$ cat src/hw/frame_builder_pkg.sv
package frame_builder_pkg;

   // ==========================================================
   // Interface configuration field layout
   localparam int STATUS_EN_BIT   = 2;
   localparam logic [1:0] CHECK_OFF = 2'h0;
   localparam logic [1:0] CHECK_SUM = 2'h1;
   localparam logic [1:0] CHECK_CRC = 2'h2;

   // ==========================================================
   // Status byte bit positions
   localparam int ST_AUX_NEW   = 7;
   localparam int ST_PRI_NEW   = 6;
   localparam int ST_EXT_CLK   = 5;
   localparam int ST_LOW_REF   = 4;
   localparam int ST_AMP_LOW   = 3;
   localparam int ST_AMP_HIGH  = 2;
   localparam int ST_AMP_DIFF  = 1;
   localparam int ST_RESET     = 0;

   // ==========================================================
   // Check byte constants, frame lengths and reset values
   localparam logic [7:0] CHECKSUM_OFFSET = 8'h9B;
   localparam logic [7:0] CRC_POLY        = 8'h07;
   localparam logic [7:0] PAD_BYTE        = 8'h00;
   localparam logic [7:0] SHIFT_RESET     = 8'h00;
   localparam logic [2:0] FRAME_MAX       = 3'h6;
   localparam logic [2:0] LEN_RESET       = 3'h4;
   localparam logic [2:0] LEN_REG         = 3'h1;
   localparam logic [2:0] DATA_BYTES      = 3'h4;

endpackage

$ cat src/hw/conversion_data_frame_builder.sv
`timescale 1ns/1ps
`default_nettype none
module conversion_data_frame_builder (
   input  wire logic        MCLK,
   input  wire logic        RST_B,
   input  wire logic        SCLK,
   input  wire logic        FRAME_CS_B,
   input  wire logic        LOAD,
   input  wire logic        LOAD_AUX,
   input  wire logic        LOAD_REG,
   input  wire logic [31:0] PRI_DATA,
   input  wire logic [23:0] AUX_DATA,
   input  wire logic [7:0]  REG_DATA,
   input  wire logic [7:0]  IF_CONFIG,
   input  wire logic        AUX_NEW,
   input  wire logic        PRI_NEW,
   input  wire logic        EXT_CLOCK,
   input  wire logic        LOW_REF_ALARM,
   input  wire logic        AMP_LOW_ALARM,
   input  wire logic        AMP_HIGH_ALARM,
   input  wire logic        AMP_DIFF_ALARM,
   input  wire logic        RESET_FLAG,
   output logic             DATA_OUT,
   output logic [2:0]       FRAME_LEN,
   output logic             FRAME_WRAP
);

   // ==========================================================
   // Pin synchronisers
   logic [1:0] sclk_sync_ff;
   logic [1:0] cs_sync_ff;
   logic       sclk_last_ff;
   logic       sclk_rise;
   logic       sclk_fall;
   logic       cs_active;

   // Two flops on the serial clock pin
   always_ff @(posedge MCLK or negedge RST_B) begin
      if (!RST_B) begin
         sclk_sync_ff <= 2'h0;
      end else begin
         sclk_sync_ff <= {sclk_sync_ff[0], SCLK};
      end
   end

   // Two flops on the select pin; idles deselected
   always_ff @(posedge MCLK or negedge RST_B) begin
      if (!RST_B) begin
         cs_sync_ff <= 2'h3;
      end else begin
         cs_sync_ff <= {cs_sync_ff[0], FRAME_CS_B};
      end
   end

   // Previous synced clock level, idles low so no false edge
   always_ff @(posedge MCLK or negedge RST_B) begin
      if (!RST_B) begin
         sclk_last_ff <= 1'b0;
      end else begin
         sclk_last_ff <= sclk_sync_ff[1];
      end
   end

   assign sclk_rise = sclk_sync_ff[1] & ~sclk_last_ff;
   assign sclk_fall = ~sclk_sync_ff[1] & sclk_last_ff;
   assign cs_active = ~cs_sync_ff[1];

   // ==========================================================
   // Check byte computation
   function automatic logic [7:0] crc_byte(input logic [7:0] crc,
                                           input logic [7:0] data);
      logic [7:0] c;
      integer     i;
      c = crc ^ data;
      for (i = 0; i < 8; i = i + 1) begin
         if (c[7]) begin
            c = {c[6:0], 1'b0} ^ frame_builder_pkg::CRC_POLY;
         end else begin
            c = {c[6:0], 1'b0};
         end
      end
      return c;
   endfunction

   logic [7:0] b0;
   logic [7:0] b1;
   logic [7:0] b2;
   logic [7:0] b3;
   logic [7:0] sum_val;
   logic [7:0] crc_val;
   logic [7:0] status_val;

   assign b0 = LOAD_AUX ? AUX_DATA[23:16] : PRI_DATA[31:24];
   assign b1 = LOAD_AUX ? AUX_DATA[15:8]  : PRI_DATA[23:16];
   assign b2 = LOAD_AUX ? AUX_DATA[7:0]   : PRI_DATA[15:8];
   assign b3 = LOAD_AUX ? frame_builder_pkg::PAD_BYTE : PRI_DATA[7:0];

   // Sum and CRC over three or four data bytes
   always_comb begin
      logic [7:0] c;
      c = 8'h00;
      sum_val = 8'(b0 + b1 + b2);
      sum_val = 8'(sum_val + frame_builder_pkg::CHECKSUM_OFFSET);
      c = crc_byte(c, b0);
      c = crc_byte(c, b1);
      c = crc_byte(c, b2);
      if (!LOAD_AUX) begin
         sum_val = 8'(sum_val + b3);
         c = crc_byte(c, b3);
      end
      crc_val = c;
   end

   // Status byte assembly; alarms only in primary frames
   always_comb begin
      status_val = 8'h00;
      status_val[frame_builder_pkg::ST_AUX_NEW]  = AUX_NEW;
      status_val[frame_builder_pkg::ST_PRI_NEW]  = PRI_NEW;
      status_val[frame_builder_pkg::ST_EXT_CLK]  = EXT_CLOCK;
      status_val[frame_builder_pkg::ST_RESET]    = RESET_FLAG;
      if (!LOAD_AUX) begin
         status_val[frame_builder_pkg::ST_LOW_REF]  = LOW_REF_ALARM;
         status_val[frame_builder_pkg::ST_AMP_LOW]  = AMP_LOW_ALARM;
         status_val[frame_builder_pkg::ST_AMP_HIGH] = AMP_HIGH_ALARM;
         status_val[frame_builder_pkg::ST_AMP_DIFF] = AMP_DIFF_ALARM;
      end
   end

   // ==========================================================
   // Frame storage
   logic [7:0] frame_ff [0:5];
   logic [2:0] len_ff;
   logic [2:0] idx_ff;
   logic [2:0] bit_ff;
   logic [7:0] shift_ff;
   logic       out_ff;
   logic       wrap_ff;
   logic       st_en;
   logic       ck_en;
   logic [2:0] nxt_len;
   logic [7:0] nxt_check;
   logic       restart;
   logic       byte_done;
   logic       last_byte;

   assign st_en = IF_CONFIG[frame_builder_pkg::STATUS_EN_BIT];

   // Check mode decode; other codes drop the check byte
   always_comb begin
      case (IF_CONFIG[1:0])
         frame_builder_pkg::CHECK_SUM: begin
            ck_en     = 1'b1;
            nxt_check = sum_val;
         end
         frame_builder_pkg::CHECK_CRC: begin
            ck_en     = 1'b1;
            nxt_check = crc_val;
         end
         default: begin
            ck_en     = 1'b0;
            nxt_check = frame_builder_pkg::PAD_BYTE;
         end
      endcase
   end

   // Length: register reads are one byte, data frames four to six
   always_comb begin
      if (LOAD_REG) begin
         nxt_len = frame_builder_pkg::LEN_REG;
      end else begin
         nxt_len = 3'(frame_builder_pkg::DATA_BYTES + {2'h0, st_en} +
                       {2'h0, ck_en});
      end
   end

   // Build frame bytes, status first if enabled
   genvar g;
   generate
      for (g = 0; g < int'(frame_builder_pkg::FRAME_MAX); g = g + 1) begin : g_slot
         always_ff @(posedge MCLK or negedge RST_B) begin
            if (!RST_B) begin
               frame_ff[g] <= frame_builder_pkg::SHIFT_RESET;
            end else if (LOAD_REG) begin
               frame_ff[g] <= (g == 0) ? REG_DATA : 8'h00;
            end else if (LOAD || LOAD_AUX) begin
               if (st_en && g == 0) begin
                  frame_ff[g] <= status_val;
               end else begin
                  case (g - (st_en ? 1 : 0))
                     0: frame_ff[g] <= b0;
                     1: frame_ff[g] <= b1;
                     2: frame_ff[g] <= b2;
                     3: frame_ff[g] <= b3;
                     4: frame_ff[g] <= nxt_check;
                     default: frame_ff[g] <= 8'h00;
                  endcase
               end
            end
         end
      end
   endgenerate

   // Frame length register
   always_ff @(posedge MCLK or negedge RST_B) begin
      if (!RST_B) begin
         len_ff <= frame_builder_pkg::LEN_RESET;
      end else if (LOAD_REG || LOAD || LOAD_AUX) begin
         len_ff <= nxt_len;
      end
   end

   // ==========================================================
   // Serial shift-out, MSB first, restarting after last byte
   assign restart   = LOAD_REG | LOAD | LOAD_AUX | ~cs_active;
   assign byte_done = sclk_fall & (bit_ff == 3'h0);
   assign last_byte = (idx_ff == 3'(len_ff - 3'h1));

   // Bit counter within the current byte
   always_ff @(posedge MCLK or negedge RST_B) begin
      if (!RST_B) begin
         bit_ff <= 3'h0;
      end else if (restart) begin
         bit_ff <= 3'h0;
      end else if (sclk_rise) begin
         bit_ff <= 3'(bit_ff + 3'h1);
      end
   end

   // Byte index, back to the first byte after the last
   always_ff @(posedge MCLK or negedge RST_B) begin
      if (!RST_B) begin
         idx_ff <= 3'h0;
      end else if (restart) begin
         idx_ff <= 3'h0;
      end else if (byte_done) begin
         if (last_byte) begin
            idx_ff <= 3'h0;
         end else begin
            idx_ff <= 3'(idx_ff + 3'h1);
         end
      end
   end

   // Shift register, reloaded at each byte boundary
   always_ff @(posedge MCLK or negedge RST_B) begin
      if (!RST_B) begin
         shift_ff <= frame_builder_pkg::SHIFT_RESET;
      end else if (sclk_rise && !restart) begin
         if (bit_ff == 3'h0) begin
            shift_ff <= frame_ff[idx_ff];
         end else begin
            shift_ff <= {shift_ff[6:0], 1'b0};
         end
      end
   end

   // Serial output bit, MSB of each byte first
   always_ff @(posedge MCLK or negedge RST_B) begin
      if (!RST_B) begin
         out_ff <= 1'b0;
      end else if (sclk_rise && !restart) begin
         if (bit_ff == 3'h0) begin
            out_ff <= frame_ff[idx_ff][7];
         end else begin
            out_ff <= shift_ff[6];
         end
      end
   end

   // One-cycle restart marker
   always_ff @(posedge MCLK or negedge RST_B) begin
      if (!RST_B) begin
         wrap_ff <= 1'b0;
      end else begin
         wrap_ff <= byte_done & last_byte & ~restart;
      end
   end

   // Output registers
   assign DATA_OUT   = out_ff;
   assign FRAME_WRAP = wrap_ff;
   assign FRAME_LEN  = len_ff;

endmodule
`default_nettype wire

$ cat config.mk
export PLATFORM = sky130hd
export DESIGN_NAME = conversion_data_frame_builder
export DESIGN_NICKNAME = d
export VERILOG_FILES = /design/src/hw/frame_builder_pkg.sv /design/src/hw/conversion_data_frame_builder.sv
export SDC_FILE = /design/constraint.sdc
export NUM_CORES = 1
export LEC_CHECK = 0
export ABC_AREA = 1
export CORE_ASPECT_RATIO = 0.5
export CORE_MARGIN = 1.5
export CORE_UTILIZATION = 55
export DETAILED_ROUTE_END_ITERATION = 10
export DONT_BUFFER_PORTS = 1
export GPL_TIMING_DRIVEN = 0
export PLACE_DENSITY = 0.77
export SYNTH_ARGS = -nofsm -noshare
export SYNTH_HDL_FRONTEND = slang
export SYNTH_SLANG_ARGS = --single-unit
$ cat constraint.sdc
create_clock -name MCLK -period 1.7 [get_ports MCLK]
set_input_delay 0.34 -clock MCLK [delete_from_list [all_inputs] [get_ports MCLK]]
set_output_delay 0.34 -clock MCLK [all_outputs]
set_load 0.05 [all_outputs]
==> metrics.csv, run 1 <==
stage;metric;value;unit
synth;#FFs+latches synth;71;
floorplan;io pins;92;
floorplan;die height;80.9;um
timing;worst-margin pin slew;0.484;ns
worst_setup_path;Worst setup EP type;flop;
worst_setup_path;largest fanout on the critical path;7;
pwr;Power Total;8.95;mW
synth;Seq/Total Area, Yosys;26.7;%
layout;Fillers;987;
global_routing;largest net degree at the start of global routing;72;
place;DPL Wire Length;16.0;mm
clock_tree;maximum clock insertion buffer count;2;
pwr;Max VDD drop;0.523;mV
synth;Post-synth EDFFs;0;
timing;Hold Slack;-0.310;ns
synth;Mapped Avg Cell Area;6.48;um^2
floorplan;chip width;159;um
timing;Slew headroom;67.7;%
routing;TritonRoute pass-1 iters;5;
place;Placer Congestion;0.939;
synth;largest family of logic cells by synthesized area;simple AND/OR/NAND/NOR gates;
worst_setup_path;critical path data arrival time;4.35;ns
timing;skew final;0.00506;ns
pwr;pwr dens;1080;mW/mm^2
synth;post-synthesis mux area share;0;%
synth;Ys Warns;0;
outcome;outcome;complete, but fails checks;
routing;Initial DRC Count;709;
global_routing;first-pass GRT wire length;33.1;mm
synth;Top FF cell, synth;dfrtp_1;
synth;Compound-Gate Fraction of Synth Area;15.9;%
worst_setup_path;Setup crit start kind;input pin;
clock_tree;CTS root buffer;clkbuf_16;
layout;multi-input logic area;0.00486;mm^2
timing;Fin. Hold Viols;71;
global_routing;vias in the first global route;6612;
flow_run;maxcap violations;0;
place;port buffer count;0;
worst_setup_path;slowest CP cell;fa_1;
layout;register area;0.00179;mm^2
worst_setup_path;crit path kind;in -> reg;
clock_tree;# H-tree levels;3;
place;DP Worst Slack;-3.08;ns
floorplan;# rows;28;
clock_tree;CTS tree;built;
synth;Yosys cell types;48;
min_path;Worst Hold Class;in -> async;
timing;fin. max-slew vios;0;
worst_setup_path;Worst Path Required;1.92;ns
timing;count of final setup violators;16;
layout;area grow syn2layout;24.6;%
clock_tree;Reg clk slew, reported paths;0.06;ns
global_routing;initial antenna violation count;1;
layout;Finished Layout Cells;1257;
timing;Tmin final;4.13;ns
global_routing;Overall Global Routing Usage;33.3;%
layout;layout cells sized above 1;27.0;%
synth;Mapped Cells;1030;
synth;mapped cell area;0.00667;mm^2
outcome;failing checks;negative hold slack, negative setup slack;
clock_tree;hold_buf cts;1;
pwr;leak pwr;4.25;nW
worst_setup_path;slowest stage delay, CP;0.54;ns
floorplan;initial core utilization;56.5;%
routing;DRC viols;0;
timing;post-route clock period utilization;243;%
routing;final WL;22.1;mm
floorplan;core footprint;0.0118;mm^2
place;placed instance count;1195;
floorplan;die area;0.0128;mm^2
synth;Post-Synth Simple-Gate Area;37.2;%
routing;Vias per Instance;5.81;
routing;routed via count;7299;
synth;area share of xor/xnor cells in the synthesized design;2.55;%
timing;f_max;242;MHz
synth;asr flop ratio synth;100;%
synth;Mapped Nets;1153;
timing;Final WS setup;-2.43;ns
clock_tree;CTS Sinks;71;
layout;Final #Nets;1209;
routing;DR WL/cell;17.6;um
clock_tree;Skew-Pair Late Insertion Delay;0.34;ns
timing;RSZ-0062 raised after global routing;yes;
routing;Antenna Nets Post-Route;0;
clock_tree;Num CTS Buffers;9;
synth;Adder-Cell Fraction of Synth Area;7.65;%
global_routing;GR Overflow Total;0;
-- power breakdown --
part / internal [mW] / switching [mW] / total [mW] / leakage, nW
sequential: 1.84 / 0.131 / 1.97 / 0.916
clock: 1.26 / 0.729 / 1.99 / 0.155
combinational: 1.88 / 3.11 / 5.00 / 3.18
total: 4.98 / 3.97 / 8.95 / 4.25
-- repair_timing --
action	4_1_cts	5_1_grt
hold endpoints to repair	72	71
buffers inserted	17	28
pin swaps	26	38
setup endpoints to repair	32	51
cloned	0	1
resized for setup	78	103
-- synth_stat cells, types with 2 or more instances --
library cell,number,area [um^2]
nand2_1,372,1400
inv_1,115,432
nand3_1,96,480
dfrtp_1,68,1700
nor2_1,55,206
o21ai_0,50,250
nand2_2,33,206
a21oi_1,28,140
ha_1,28,350
o211ai_1,24,180
clkbuf_1,21,78.8
o221ai_1,16,140
a22oi_1,12,90.1
inv_2,9,33.8
xor2_1,9,78.8
fa_1,8,160
o21ai_1,7,35.0
o32ai_1,7,61.3
buf_6,6,67.6
xnor2_1,6,52.6
buf_2,5,25.0
o21ai_2,5,43.8
or2_1,5,31.3
nand2_4,4,45.0
nand3_2,4,40.0
or2_2,4,25.0
buf_1,3,11.3
dfstp_2,3,78.8
nand3b_1,3,22.5
o2111ai_1,3,26.3
clkinv_1,2,7.51
nor3_1,2,10.0
o21ai_4,2,32.5
-- per-stage QoR --
step           utilization (%)  area [um^2]  hold WS (ns)  setup TNS, ns
2_1_floorplan                -         6840        0.0444         -29.94
5_1_grt                   70.4         8310        -0.318         -32.60
3_3_place_gp              59.6         7040        0.0459         -48.84
4_1_cts                   65.8         7770        -0.310         -27.54
6_report                  70.4         8310        -0.310         -29.31
3_5_place_dp              59.6         7040        0.0459         -49.71
-- placed cells by master, fill, tap and decap left out, drive strengths merged, types with 3 or more instances in the layout --
| cell type | count |
|---|---|
| ha | 28 |
| o2111ai | 3 |
| fa | 8 |
| dfstp | 3 |
| buf | 65 |
| or2 | 10 |
| xnor2 | 6 |
| xor2 | 10 |
| o21ai | 64 |
| clkbuf | 27 |
| o221ai | 16 |
| nand3b | 3 |
| inv | 126 |
| a21oi | 28 |
| nand3 | 100 |
| a22oi | 12 |
| nor2 | 56 |
| dfrtp | 68 |
| nand2 | 409 |
| o211ai | 24 |
| o32ai | 7 |
-- final cells by class --
type / count / area share (%)
diodes: 1 / 0.0301
plain buffers: 35 / 3.57
clock buffers: 12 / 3.21
clock inverters: 4 / 0.617
inverters: 127 / 5.84
multi-input cells: 796 / 58.5
flip-flops and latches: 71 / 21.5
well taps: 165 / 2.48
repair buffers: 46 / 4.24
-- layer usage --
metal,GRT usage [%],vias to the layer above,part of all wire (%)
met5,0,-,0
met4,8.10,0,1.8
met3,7.66,34,11
met2,54.8,366,44
met1,44.8,3432,43
li1,-,3467,-
-- worst max-delay path, delay by kind of cell --
family / cells / cell delay [ns]
AND/OR/NAND/NOR: 11 / 1.09
adder cells (fa/ha/maj): 5 / 1.58
AO/OA/AOI/OAI: 6 / 0.75
buffers and inverters: 8 / 0.57
-- kinds of logic (layout without fill, tap and decap cells) --
group,Yosys count,count (layout)
buffers and inverters,163,224
adder cells (fa/ha/maj),36,36
other,0,1
flip-flops,71,71
AND/OR/NAND/NOR,581,581
XOR/XNOR,17,17
AO/OA/AOI/OAI,162,162
-- flip-flops by register name, indices dropped and copies added (netlist names) --
register and flops:
FRAME_LEN 3, FRAME_WRAP 1, idx_ff 3, DATA_OUT 1
sclk_sync_ff 2, bit_ff 3, sclk_last_ff 1, shift_ff 7
cs_sync_ff 2, frame_ff 48
-- path summary, 6_finish.rpt --
path                                         to  slack, ns             from  cells past startpoint
worst min register to register  sclk_sync_ff[1]       0.35  sclk_sync_ff[0]                      0
worst max register to register        idx_ff[1]       0.02     FRAME_LEN[1]                      7
worst min-delay path            sclk_sync_ff[1]      -0.31            RST_B                      0
max in group asynchronous          FRAME_LEN[2]       1.80            RST_B                      0
worst max-delay path                frame_ff[7]      -2.43         LOAD_AUX                     30
min in group MCLK               sclk_sync_ff[0]       0.02             SCLK                      0
Note: power is estimated with default switching activity, not from simulation.
==> run 2, diff against run 1 <==
--- a/config.mk
+++ b/config.mk
@@ -13,6 +13,7 @@
 export DONT_BUFFER_PORTS = 1
 export GPL_TIMING_DRIVEN = 0
 export PLACE_DENSITY = 0.77
+export SETUP_SLACK_MARGIN = 0.02
 export SYNTH_ARGS = -nofsm -noshare
 export SYNTH_HDL_FRONTEND = slang
 export SYNTH_SLANG_ARGS = --single-unit
==> metrics.csv, run 2 (synthesized netlist as in run 1, its figures left out) <==
stage;metric;value;unit
place;placed inst area;0.00704;mm^2
worst_setup_path;Setup crit start kind;input pin;
clock_tree;maximum clock insertion buffer count;2;
timing;total negative setup slack;-29.62;ns
routing;DR WL/cell;17.9;um
timing;Final WS setup;-2.49;ns
floorplan;initial core utilization;56.5;%
clock_tree;CTS Sinks;71;
outcome;outcome;complete, but fails checks;
min_path;Worst Hold Class;in -> async;
layout;Largest Register;frame_ff;
worst_setup_path;largest fanout on the critical path;6;
routing;DR top layer;met4;
place;port buffer count;0;
timing;f_max;239;MHz
layout;most common cell after layout, fill and taps aside;nand2_1;
global_routing;largest net degree at the start of global routing;72;
global_routing;vias in the first global route;6798;
clock_tree;CTS root buffer;clkbuf_16;
layout;max FFs per register;48;
routing;routed via count;7381;
timing;worst-margin pin slew;0.806;ns
layout;Fillers;948;
timing;Tmin final;4.19;ns
layout;design area;0.00840;mm^2
outcome;failing checks;negative hold slack, negative setup slack;
layout;fin util;71.1;%
timing;RSZ-0062 raised after global routing;yes;
routing;met3 WL post-DR;2.43;mm
floorplan;# rows;28;
routing;routed wl met2;10.0;mm
layout;area grow syn2layout;25.8;%
timing;Fin. Hold Viols;71;
routing;TritonRoute pass-1 iters;6;
layout;ant diodes;0;
worst_setup_path;crit path kind;in -> reg;
routing;DRC viols;0;
pwr;Max VDD drop;0.700;mV
floorplan;core footprint;0.0118;mm^2
routing;final WL;22.6;mm
place;placed instance count;1195;
clock_tree;Reg clk slew, reported paths;0.06;ns
global_routing;Overall Global Routing Usage;34.5;%
timing;Slew headroom;45.9;%
layout;Finished Layout Cells;1263;
timing;skew final;0.00647;ns
routing;Antenna Nets Post-Route;0;
layout;biggest regs;frame_ff: 48 flops, shift_ff: 7 flops;
worst_setup_path;Worst Path Required;1.93;ns
global_routing;initial antenna violation count;0;
flow_run;maxcap violations;0;
timing;count of final setup violators;19;
pwr;leak pwr;4.27;nW
worst_setup_path;critical path data arrival time;4.41;ns
worst_setup_path;Worst setup EP type;flop;
place;Placer Congestion;0.922;
global_routing;first-pass GRT wire length;34.5;mm
floorplan;die height;80.9;um
place;DPL Wire Length;16.1;mm
clock_tree;Skew-Pair Late Insertion Delay;0.34;ns
layout;Final #Nets;1216;
timing;post-route clock period utilization;246;%
floorplan;io pins;92;
clock_tree;# H-tree levels;3;
timing;fin. max-slew vios;0;
worst_setup_path;slowest CP cell;fa_2;
routing;Vias per Instance;5.84;
routing;WL met1;9.75;mm
layout;most frequent cells in the layout;350 x nand2_1, 102 x inv_1, 73 x nand3_1, 66 x dfrtp_1, 51 x nand2_2;
floorplan;die area;0.0128;mm^2
worst_setup_path;slowest stage delay, CP;0.56;ns
timing;Hold Slack;-0.310;ns
pwr;pwr dens;1040;mW/mm^2
global_routing;GR Overflow Total;0;
layout;layout cells sized above 1;26.7;%
clock_tree;CTS tree;built;
clock_tree;Num CTS Buffers;9;
clock_tree;hold_buf cts;1;
floorplan;chip width;159;um
routing;Initial DRC Count;824;
-- run 2: routing by layer --
layer  GRT usage, %  up-vias
li1               -     3476
met1           47.0     3469
met2           56.0      384
met3           7.15       52
met4           10.2        0
met5              0        -
-- run 2: cell type report --
cell class	instances	area [um^2]	share of cell area [%]
Timing Repair Buffer	52	447	5.32
Clock buffer	10	229	2.73
Inverter	127	488	5.81
Multi-Input combinational cell	796	4830	57.5
Tap cell	165	206	2.46
Sequential cell	71	1780	21.2
Clock inverter	6	68.8	0.820
Buffer	36	349	4.16
-- run 2: worst max-delay path, delay by kind of cell --
kind / cells / cell delay, ns
compound gates: 6 / 0.76
fa+ha+maj: 5 / 1.62
simple gates: 11 / 1.11
buf+inv: 8 / 0.58
-- run 2: timing repair --
item                                    4_1_cts  5_1_grt
buffers inserted                             25       25
resized for setup                           105       96
endpoints found under the setup margin       43       55
gates cloned                                  0        1
pin swaps                                    33       40
endpoints found under the hold margin        72       71
-- run 2: worst paths after layout --
check                                startpoint  depth (start not counted)               to  slack (ns)
worst min register to register  sclk_sync_ff[0]                          0  sclk_sync_ff[1]        0.35
worst min-delay path                      RST_B                          0  sclk_sync_ff[1]       -0.31
worst max-delay path                   LOAD_AUX                         30      frame_ff[7]       -2.49
worst max register to register        idx_ff[0]                         10      shift_ff[4]       -0.07
min in group MCLK                          SCLK                          0  sclk_sync_ff[0]        0.02
max in group asynchronous                 RST_B                          0     FRAME_LEN[2]        1.83
-- run 2: metrics by stage --
stage | setup WS, ns | power [mW] | hold WS [ns]
2_1_floorplan | -2.51 | 5.03 | 0.0444
3_3_place_gp | -3.01 | 5.79 | 0.0463
3_5_place_dp | -3.08 | 5.91 | 0.0459
4_1_cts | -2.40 | 8.32 | -0.307
5_1_grt | -2.69 | 9.28 | -0.322
6_report | -2.49 | 8.72 | -0.310
-- run 2: power breakdown --
part	total, mW	leakage [nW]	internal (mW)	switching, mW
logic	4.84	3.21	1.80	3.05
registers	1.98	0.921	1.84	0.139
clock network	1.90	0.143	1.14	0.752
